## src/hdl/sfwl_pkg.sv

```systemverilog
// constants shared by the four-wire link host controller and its byte shifter
// assumes a 100 MHz system clock and one slave on the shared select line
package sfwl_pkg;
  localparam int unsigned CLK_PERIOD_NS = 10;
  localparam int unsigned PULSE_MIN_US = 1;
  localparam int unsigned FLOW_MAX_US = 500;
  localparam int unsigned FLOW_MAX_CYC = (FLOW_MAX_US * 1000) / CLK_PERIOD_NS;
  localparam int unsigned SCK_HALF_CYC = 4;
  localparam int unsigned CS_GAP_CYC = 10;
  localparam logic [7:0] IDLE_BYTE = 8'hFF;
  localparam logic [7:0] LEN_RESERVED_LO = 8'h00;
  localparam logic [7:0] LEN_RESERVED_HI = 8'hFE;
  localparam logic [7:0] LEN_NO_FRAME = 8'hFF;
  localparam logic [15:0] CRC_POLY = 16'h1021;
  localparam logic [15:0] CRC_PRESET = 16'hFFFF;
  localparam logic [8:0] FRAME_OVERHEAD = 9'h003;

  typedef enum logic [2:0] {
    SFWL_OFF = 3'b000,
    SFWL_IDLE = 3'b001,
    SFWL_READY = 3'b010,
    SFWL_XFER = 3'b011,
    SFWL_END = 3'b100,
    SFWL_HOLD = 3'b101
  } sfwl_state_t;

  // crc-16 step over one byte, msb first
  function automatic logic [15:0] sfwl_crc_byte(input logic [15:0] crc, input logic [7:0] b);
    logic [15:0] c;
    c = crc;
    for (int i = 7; i >= 0; i--) begin
      if (c[15] ^ b[i]) begin
        c = {c[14:0], 1'b0} ^ CRC_POLY;
      end else begin
        c = {c[14:0], 1'b0};
      end
    end
    return c;
  endfunction

  // largest legal payload length for a transfer unit of n bytes
  function automatic logic [7:0] sfwl_max_len(input logic [8:0] unit);
    logic [8:0] m;
    m = unit - FRAME_OVERHEAD;
    return m[7:0];
  endfunction
endpackage

```

## src/hdl/sfwl_shift_if.sv

```systemverilog
// byte handshake between the host sequencer and the bit shifter
// assumes both ends share one clock
`timescale 1ns/10ps
interface sfwl_shift_if;
  logic start;
  logic [7:0] tx_byte;
  logic done;
  logic [7:0] rx_byte;
  modport ctl (output start, output tx_byte, input done, input rx_byte);
  modport shf (input start, input tx_byte, output done, output rx_byte);
endinterface

```

## src/hdl/sfwl_host.sv

```systemverilog
// host controller for the four-wire link: select handshake, framing, crc
// assumes a single slave; payload bytes are supplied by the user port one per byte slot
`timescale 1ns/10ps
module sfwl_host #(
  parameter int unsigned READY_NS = 2000,
  parameter int unsigned FLOW_LIMIT_CYC = sfwl_pkg::FLOW_MAX_CYC
) (
  input wire logic clk_i,
  input wire logic rst_n_i,
  input wire logic power_req_i,
  input wire logic go_i,
  input wire logic [8:0] access_len_i,
  input wire logic [8:0] unit_i,
  input wire logic [7:0] tx_len_i,
  input wire logic tx_has_frame_i,
  input wire logic [7:0] tx_data_i,
  output logic tx_data_req_o,
  output logic [7:0] rx_byte_o,
  output logic rx_valid_o,
  output logic rx_frame_ok_o,
  output logic rx_frame_err_o,
  output logic slave_req_o,
  output logic flow_timeout_o,
  output logic busy_o,
  output logic power_en_o,
  input wire logic sel_i,
  output logic sel_o,
  output logic sel_oe_n_o,
  output logic sck_o,
  output logic mosi_o,
  input wire logic miso_i
);
  import sfwl_pkg::*;
  localparam int unsigned READY_CYC = (READY_NS + CLK_PERIOD_NS - 1) / CLK_PERIOD_NS;

  sfwl_shift_if sh ();
  sfwl_state_t st_q;
  logic [1:0] sel_sync_q;
  logic [1:0] miso_sync_q;
  logic sel_prev_q;
  logic [15:0] ready_q;
  logic [15:0] flow_q;
  logic [8:0] cnt_q;
  logic [8:0] len_q;
  logic [8:0] tx_idx_q;
  logic [15:0] tx_crc_q;
  logic [15:0] rx_crc_q;
  logic [7:0] rx_len_q;
  logic [8:0] rx_idx_q;
  logic [7:0] rx_hi_q;
  logic rx_live_q;
  logic tx_live_q;
  logic [7:0] tx_len_q;
  logic start_q;
  logic [7:0] tx_byte_q;
  logic [7:0] txb;
  logic sel_low;

  // ============================================================
  // synchronisers for pins from the slave side
  always_ff @(posedge clk_i or negedge rst_n_i) begin
    if (!rst_n_i) begin
      sel_sync_q <= 2'b11;
      miso_sync_q <= 2'b11;
      sel_prev_q <= 1'b1;
    end else begin
      sel_sync_q <= {sel_sync_q[0], sel_i};
      miso_sync_q <= {miso_sync_q[0], miso_i};
      sel_prev_q <= sel_sync_q[1];
    end
  end
  assign sel_low = !sel_sync_q[1];

  // ============================================================
  // transmit byte selection: length, payload, crc, then idle fill
  always_comb begin
    txb = IDLE_BYTE;
    if (tx_live_q) begin
      if (tx_idx_q == 9'h000) begin
        txb = tx_len_q;
      end else if (tx_idx_q <= {1'b0, tx_len_q}) begin
        txb = tx_data_i;
      end else if (tx_idx_q == {1'b0, tx_len_q} + 9'h001) begin
        txb = tx_crc_q[15:8];
      end else if (tx_idx_q == {1'b0, tx_len_q} + 9'h002) begin
        txb = tx_crc_q[7:0];
      end
    end
  end

  // ============================================================
  // access sequencer
  always_ff @(posedge clk_i or negedge rst_n_i) begin
    if (!rst_n_i) begin
      st_q <= SFWL_OFF;
      sel_o <= 1'b1;
      sel_oe_n_o <= 1'b1;
      power_en_o <= 1'b0;
      busy_o <= 1'b0;
      ready_q <= 16'h0000;
      cnt_q <= 9'h000;
      len_q <= 9'h000;
      tx_idx_q <= 9'h000;
      tx_crc_q <= CRC_PRESET;
      tx_live_q <= 1'b0;
      tx_len_q <= 8'h00;
      start_q <= 1'b0;
      tx_byte_q <= IDLE_BYTE;
      tx_data_req_o <= 1'b0;
    end else begin
      start_q <= 1'b0;
      tx_data_req_o <= 1'b0;
      unique case (st_q)
        SFWL_OFF: begin
          sel_oe_n_o <= 1'b1;
          if (power_req_i) begin
            power_en_o <= 1'b1;
            st_q <= SFWL_IDLE;
          end
        end
        SFWL_IDLE: begin
          busy_o <= 1'b0;
          if (!power_req_i) begin
            sel_oe_n_o <= 1'b1;
            power_en_o <= 1'b0;
            st_q <= SFWL_OFF;
          end else if (go_i && !sel_low && access_len_i != 9'h000
                       && access_len_i <= unit_i) begin
            sel_o <= 1'b0;
            sel_oe_n_o <= 1'b0;
            busy_o <= 1'b1;
            len_q <= access_len_i;
            tx_len_q <= tx_len_i;
            // reserved or oversize lengths are sent as idle fill only
            tx_live_q <= tx_has_frame_i && tx_len_i != LEN_RESERVED_LO
                         && tx_len_i != LEN_RESERVED_HI && tx_len_i != LEN_NO_FRAME
                         && tx_len_i <= sfwl_max_len(unit_i)
                         && ({1'b0, tx_len_i} + FRAME_OVERHEAD) <= access_len_i;
            ready_q <= 16'h0000;
            // cleared here, because READY picks the first byte from these before it leaves
            tx_idx_q <= 9'h000;
            cnt_q <= 9'h000;
            tx_crc_q <= CRC_PRESET;
            st_q <= SFWL_READY;
          end
        end
        SFWL_READY: begin
          // also covers a slave request racing ours: the slave sees a host access
          ready_q <= ready_q + 16'h0001;
          if (ready_q >= 16'(READY_CYC)) begin
            tx_idx_q <= 9'h000;
            cnt_q <= 9'h000;
            tx_crc_q <= CRC_PRESET;
            st_q <= SFWL_XFER;
            start_q <= 1'b1;
            tx_byte_q <= txb;
          end
        end
        SFWL_XFER: begin
          if (sh.done) begin
            // only length and payload feed the trailer; the trailer bytes must not
            if (tx_idx_q <= {1'b0, tx_len_q}) begin
              tx_crc_q <= sfwl_crc_byte(tx_crc_q, tx_byte_q);
            end
            tx_idx_q <= tx_idx_q + 9'h001;
            cnt_q <= cnt_q + 9'h001;
            if (tx_idx_q < {1'b0, tx_len_q} && tx_live_q) begin
              tx_data_req_o <= 1'b1;
            end
            if (cnt_q + 9'h001 == len_q) begin
              ready_q <= 16'h0000;
              st_q <= SFWL_END;
            end
          end else if (!start_q && cnt_q != 9'h000 && ready_q == 16'h0000) begin
            start_q <= 1'b1;
            tx_byte_q <= txb;
            ready_q <= 16'h0001;
          end else if (start_q) begin
            ready_q <= 16'h0001;
          end
          if (sh.done) begin
            ready_q <= 16'h0000;
          end
        end
        SFWL_END: begin
          ready_q <= ready_q + 16'h0001;
          if (ready_q == 16'(CS_GAP_CYC)) begin
            sel_o <= 1'b1;
            sel_oe_n_o <= 1'b1;
            st_q <= SFWL_HOLD;
          end
        end
        SFWL_HOLD: begin
          // slave may still hold select low for flow control
          if (!sel_low) begin
            st_q <= SFWL_IDLE;
          end
        end
        default: st_q <= SFWL_OFF;
      endcase
    end
  end
  assign sh.start = start_q;
  assign sh.tx_byte = tx_byte_q;

  // ============================================================
  // flow-control watchdog and slave request detection
  always_ff @(posedge clk_i or negedge rst_n_i) begin
    if (!rst_n_i) begin
      flow_q <= 16'h0000;
      flow_timeout_o <= 1'b0;
      slave_req_o <= 1'b0;
    end else begin
      slave_req_o <= (st_q == SFWL_IDLE) && sel_prev_q && sel_low;
      if (st_q == SFWL_HOLD && sel_low) begin
        if (flow_q != 16'(FLOW_LIMIT_CYC)) begin
          flow_q <= flow_q + 16'h0001;
        end
        flow_timeout_o <= flow_q == 16'(FLOW_LIMIT_CYC);
      end else begin
        flow_q <= 16'h0000;
        flow_timeout_o <= 1'b0;
      end
    end
  end

  // ============================================================
  // receive framing and crc check
  always_ff @(posedge clk_i or negedge rst_n_i) begin
    if (!rst_n_i) begin
      rx_crc_q <= CRC_PRESET;
      rx_len_q <= 8'h00;
      rx_idx_q <= 9'h000;
      rx_hi_q <= 8'h00;
      rx_live_q <= 1'b0;
      rx_byte_o <= 8'h00;
      rx_valid_o <= 1'b0;
      rx_frame_ok_o <= 1'b0;
      rx_frame_err_o <= 1'b0;
    end else begin
      rx_valid_o <= 1'b0;
      rx_frame_ok_o <= 1'b0;
      rx_frame_err_o <= 1'b0;
      if (st_q == SFWL_READY) begin
        rx_idx_q <= 9'h000;
        rx_crc_q <= CRC_PRESET;
        rx_live_q <= 1'b0;
      end else if (st_q == SFWL_XFER && sh.done) begin
        rx_idx_q <= rx_idx_q + 9'h001;
        if (rx_idx_q == 9'h000) begin
          rx_len_q <= sh.rx_byte;
          rx_crc_q <= sfwl_crc_byte(CRC_PRESET, sh.rx_byte);
          rx_live_q <= sh.rx_byte != LEN_NO_FRAME && sh.rx_byte != LEN_RESERVED_LO
                       && sh.rx_byte != LEN_RESERVED_HI;
        end else if (rx_live_q) begin
          if (rx_idx_q <= {1'b0, rx_len_q}) begin
            rx_crc_q <= sfwl_crc_byte(rx_crc_q, sh.rx_byte);
            rx_byte_o <= sh.rx_byte;
            rx_valid_o <= 1'b1;
          end else if (rx_idx_q == {1'b0, rx_len_q} + 9'h001) begin
            rx_hi_q <= sh.rx_byte;
          end else if (rx_idx_q == {1'b0, rx_len_q} + 9'h002) begin
            rx_live_q <= 1'b0;
            rx_frame_ok_o <= {rx_hi_q, sh.rx_byte} == rx_crc_q;
            rx_frame_err_o <= {rx_hi_q, sh.rx_byte} != rx_crc_q;
          end
        end
      end
    end
  end

  sfwl_shifter u_shift (
    .clk_i(clk_i),
    .rst_n_i(rst_n_i),
    .sh(sh),
    .miso_i(miso_sync_q[1]),
    .sck_o(sck_o),
    .mosi_o(mosi_o)
  );
endmodule // sfwl_host

```

## src/hdl/sfwl_shifter.sv

```systemverilog
// mode-0 byte shifter: one byte per start pulse, msb first
// assumes miso already passed a two-stage synchroniser
`timescale 1ns/10ps
module sfwl_shifter (
  input wire logic clk_i,
  input wire logic rst_n_i,
  sfwl_shift_if.shf sh,
  input wire logic miso_i,
  output logic sck_o,
  output logic mosi_o
);
  import sfwl_pkg::*;
  logic [7:0] sr_q;
  logic [7:0] rx_q;
  logic [2:0] bit_q;
  logic [3:0] div_q;
  logic busy_q;
  logic done_q;

  // ============================================================
  // shift engine
  always_ff @(posedge clk_i or negedge rst_n_i) begin
    if (!rst_n_i) begin
      sr_q <= 8'hFF;
      rx_q <= 8'h00;
      bit_q <= 3'h0;
      div_q <= 4'h0;
      busy_q <= 1'b0;
      done_q <= 1'b0;
      sck_o <= 1'b0;
      mosi_o <= 1'b1;
    end else begin
      done_q <= 1'b0;
      if (!busy_q) begin
        if (sh.start) begin
          busy_q <= 1'b1;
          sr_q <= {sh.tx_byte[6:0], 1'b1};
          mosi_o <= sh.tx_byte[7];
          bit_q <= 3'h0;
          div_q <= 4'h0;
        end
      end else if (div_q == 4'(SCK_HALF_CYC - 1)) begin
        div_q <= 4'h0;
        if (!sck_o) begin
          sck_o <= 1'b1;
          rx_q <= {rx_q[6:0], miso_i};
        end else begin
          sck_o <= 1'b0;
          if (bit_q == 3'h7) begin
            busy_q <= 1'b0;
            done_q <= 1'b1;
            // data line idles high once the last bit has been taken
            mosi_o <= 1'b1;
          end else begin
            mosi_o <= sr_q[7];
            sr_q <= {sr_q[6:0], 1'b1};
            bit_q <= bit_q + 3'h1;
          end
        end
      end else begin
        div_q <= div_q + 4'h1;
      end
    end
  end

  assign sh.done = done_q;
  assign sh.rx_byte = rx_q;
endmodule // sfwl_shifter

```

## config.mk

```make
export PLATFORM = sky130hd
export DESIGN_NAME = sfwl_host
export DESIGN_NICKNAME = d
export VERILOG_FILES = /design/src/hdl/sfwl_pkg.sv /design/src/hdl/sfwl_shift_if.sv /design/src/hdl/sfwl_host.sv /design/src/hdl/sfwl_shifter.sv
export SDC_FILE = /design/constraint.sdc
export NUM_CORES = 1
export LEC_CHECK = 0
export BUFFER_PORTS_ARGS = -buffer_cell sky130_fd_sc_hd__buf_2
export CAP_MARGIN = 15
export CORE_MARGIN = 2
export CORE_UTILIZATION = 35
export DETAILED_ROUTE_END_ITERATION = 8
export PLACE_DENSITY = 0.53
export SETUP_SLACK_MARGIN = 0.15
export SLEW_MARGIN = 20
export SYNTH_ARGS = -nofsm -noshare
export SYNTH_HDL_FRONTEND = slang
export SYNTH_HIERARCHICAL = 1
export SYNTH_SLANG_ARGS = --single-unit
```

## constraint.sdc

```tcl
create_clock -name clk_i -period 6 [get_ports clk_i]
set_input_delay 0.9 -clock clk_i [delete_from_list [all_inputs] [get_ports clk_i]]
set_output_delay 0.9 -clock clk_i [all_outputs]
set_load 0.02 [all_outputs]
```

==> run summary <==
setup TNS - 0 ps
# setup viols final - 0
share of the synthesized area in the top cell type - 27.3%
clk sink count - 187
Max-Slew Margin vs Limit - 36.3%
Initial Util - 35.3%
clock skew - 13.8 ps
Max Clk Rate - 308 MHz
Synth Register Bits - 187
syn avg cell area - 9.40 µm²
Setup crit end - rx_hi_q[1]
Synth area leaders - dfrtp_1, dfstp_2, xnor2_1, ha_1, mux2_2
# DRC - 0
WL final - 28.6 mm
Setup crit start kind - flip-flop
PD cells - 385 nW/µm²
Core Footprint - 34300 µm²
fin crit share - 54.2%
clock-pin slew on the worst setup and hold paths - 70 ps
Clk Latency, worst-skew pair - 450 ps
full die area - 36100 µm²
antenna viol nets, final - 0
Die Y - 190 µm
PnR Total Power - 5.11 mW
Hold Fails Final Rpt - 0
unrepaired setup endpoints after global routing - false
Register-to-Register Setup Slack - 2750 ps
WL per Instance - 16.2 µm
Nets - 1405
placed cells - 1736
share of layout cells above drive strength 1 - 17.4%
Synth Flop Type - dfrtp_1
Reg2Reg Launch Point - st_q[1]
all-layer global routing usage - 16.5%
yosys warns - 6
r2r worst-path depth - 6
Lkg Pwr - 5.59 nW
post-layout util - 38.7%
clk buf depth - 2
DRT Pass-1 Iters - 5
Area growth syn-to-layout - 9.63%
initial antenna violation count - 0
H-tree Lvls - 4
n_diodes - 0
HPWL after DPL - 20.3 mm
# Post-CTS Setup Buffers - 0
r2r endpoint - rx_hi_q[1]
Peak VDD IR - 0.000258 V
vias in the first global route - 9164
Routability Congestion - 0.827
Die Wd - 190 µm
sequential fraction of the synthesis area - 39.2%
Critical Path End Type - flip-flop
Post-Layout Cell Count - 1768
via count - 9328
Hold Crit Class - flip-flop to flip-flop
critical path class - flip-flop to flip-flop
standard-cell rows - 68
Cell variety after synth - 84
max cap viols - 0
dominant cell type by area after synthesis - dfrtp_1
CTS tree - yes
Worst Setup SP - st_q[1]
number of CTS-inserted buffers - 17
first-pass GRT wire length - 48.4 mm
Post-synth ARST share - 100%
worst-margin pin slew - 955 ps
initial DRC count - 671
Final Slew Violations - 0
Post-synth EDFFs - 0
Clock Root Buffer - clkbuf_16
hold slack final - 360 ps
CTS resizes - 0
Synth Net Count - 1393
maximum fanout along the worst path - 15
Post-Syn Area - 12100 µm²
grt ovf - 0
arrival time worst endpoint - 3580 ps
I/O Pins - 61
via/cell ratio - 5.28
Final min period - 3250 ps
I/O Buffers - 60
largest net degree at the start of global routing - 104
# hold bufs at CTS - 0
status - completed
WP data required - 6330 ps
Synth Instances - 1288
-- per-layer routing --
layer | vias up | track usage, % | wire (µm)
met5 | - | 0 | 0
met4 | 0 | 4.62 | 488
met3 | 29 | 2.75 | 934
met2 | 178 | 25.7 | 12800
met1 | 4487 | 23.7 | 14400
li1 | 4634 | - | -
-- area by class of cell --
cell class / count / area, µm²
Fill cell: 3461 / 21000
Multi-Input combinational cell: 968 / 6770
Sequential cell: 187 / 4750
Tap cell: 455 / 569
Clock buffer: 18 / 429
Timing Repair Buffer: 67 / 374
Inverter: 59 / 223
Clock inverter: 14 / 153
-- cells in the final DEF, fill, tap and decap left out, types with 11 or more instances in the layout --
cell type  count
nand2_1      113
nor2b_1       17
xor2_1        41
nand3_1       46
nor3_1        20
nor2_1        98
or3_1         12
o21a_1        20
ha_1          64
o211ai_1      19
dfrtp_1      132
xnor2_1      106
nor4_1        18
dfstp_2       55
clkbuf_16     17
and3_1        20
inv_1         58
a211oi_1      11
o21ai_0       74
nand4_1       24
a21oi_1       47
mux2_2        39
a31oi_1       27
buf_2         59
-- power breakdown --
group / switching, mW / internal, mW
Combinational: 1.12 / 0.862
Sequential: 0.427 / 1.55
Clock: 0.558 / 0.592
-- flip-flops by register name (all words and copies together) (netlist names), 9 cells and up --
| signal | flops |
|---|---|
| rx_crc_q | 16 |
| tx_crc_q | 16 |
| ready_q | 16 |
| rx_idx_q | 9 |
| len_q | 9 |
| flow_q | 16 |
| tx_idx_q | 9 |
| cnt_q | 9 |
-- critical path, cell delays in order, from the launching register on --
cell	delay, ps
dfrtp_1	680
clkinv_2	220
nor2_4	390
nand2_1	450
or3_4	550
nand3b_1	430
mux2_2	410
-- cell usage after synthesis, types with 10 or more instances --
| master | instances |
|---|---|
| dfrtp_1 | 132 |
| nand2_1 | 113 |
| xnor2_1 | 106 |
| nor2_1 | 100 |
| o21ai_0 | 74 |
| ha_1 | 64 |
| inv_1 | 58 |
| dfstp_2 | 55 |
| a21oi_1 | 47 |
| nand3_1 | 46 |
| xor2_1 | 41 |
| mux2_2 | 39 |
| clkbuf_1 | 36 |
| a31oi_1 | 27 |
| nand4_1 | 24 |
| buf_2 | 22 |
| and3_1 | 20 |
| nor3_1 | 20 |
| o21a_1 | 20 |
| o211ai_1 | 19 |
| nor4_1 | 18 |
| nor2b_1 | 17 |
| or3_1 | 12 |
| a211oi_1 | 11 |
| a2bb2oi_2 | 10 |
| o221ai_1 | 10 |
-- cells by family (layout without fill, tap and decap cells) --
| group | Yosys count | after routing | synth area share (%) |
|---|---|---|---|
| adders and majority gates | 64 | 64 | 6.62 |
| xor gates and xnor gates | 147 | 147 | 10.6 |
| muxes | 40 | 40 | 3.71 |
| and+or+nand+nor | 429 | 429 | 18.1 |
| DFF | 187 | 187 | 39.2 |
| buffers and inverters | 133 | 158 | 4.88 |
| AOI/OAI and AO/OA | 288 | 288 | 16.8 |
-- through the flow --
stage | setup WS, ps | area, µm²
2_1_floorplan | 3040 | 12100
3_3_place_gp | 2640 | 12700
3_5_place_dp | 2590 | 12700
4_1_cts | 2730 | 13300
5_1_grt | 2520 | 13300
6_report | 2750 | 13300
-- worst min path at each step --
| stage | to | cells after the start | startpoint |
|---|---|---|---|
| 4_1_cts | sel_sync_q[1] | 0 | sel_sync_q[0] |
| 3_3_place_gp | sel_sync_q[1] | 0 | sel_sync_q[0] |
| 2_1_floorplan | miso_sync_q[1] | 0 | miso_sync_q[0] |
| 6_report | sel_sync_q[1] | 0 | sel_sync_q[0] |
| 3_5_place_dp | sel_sync_q[1] | 0 | sel_sync_q[0] |
| 5_1_grt | miso_sync_q[1] | 0 | miso_sync_q[0] |
No activity file was read; power rests on OpenSTA's default activity.
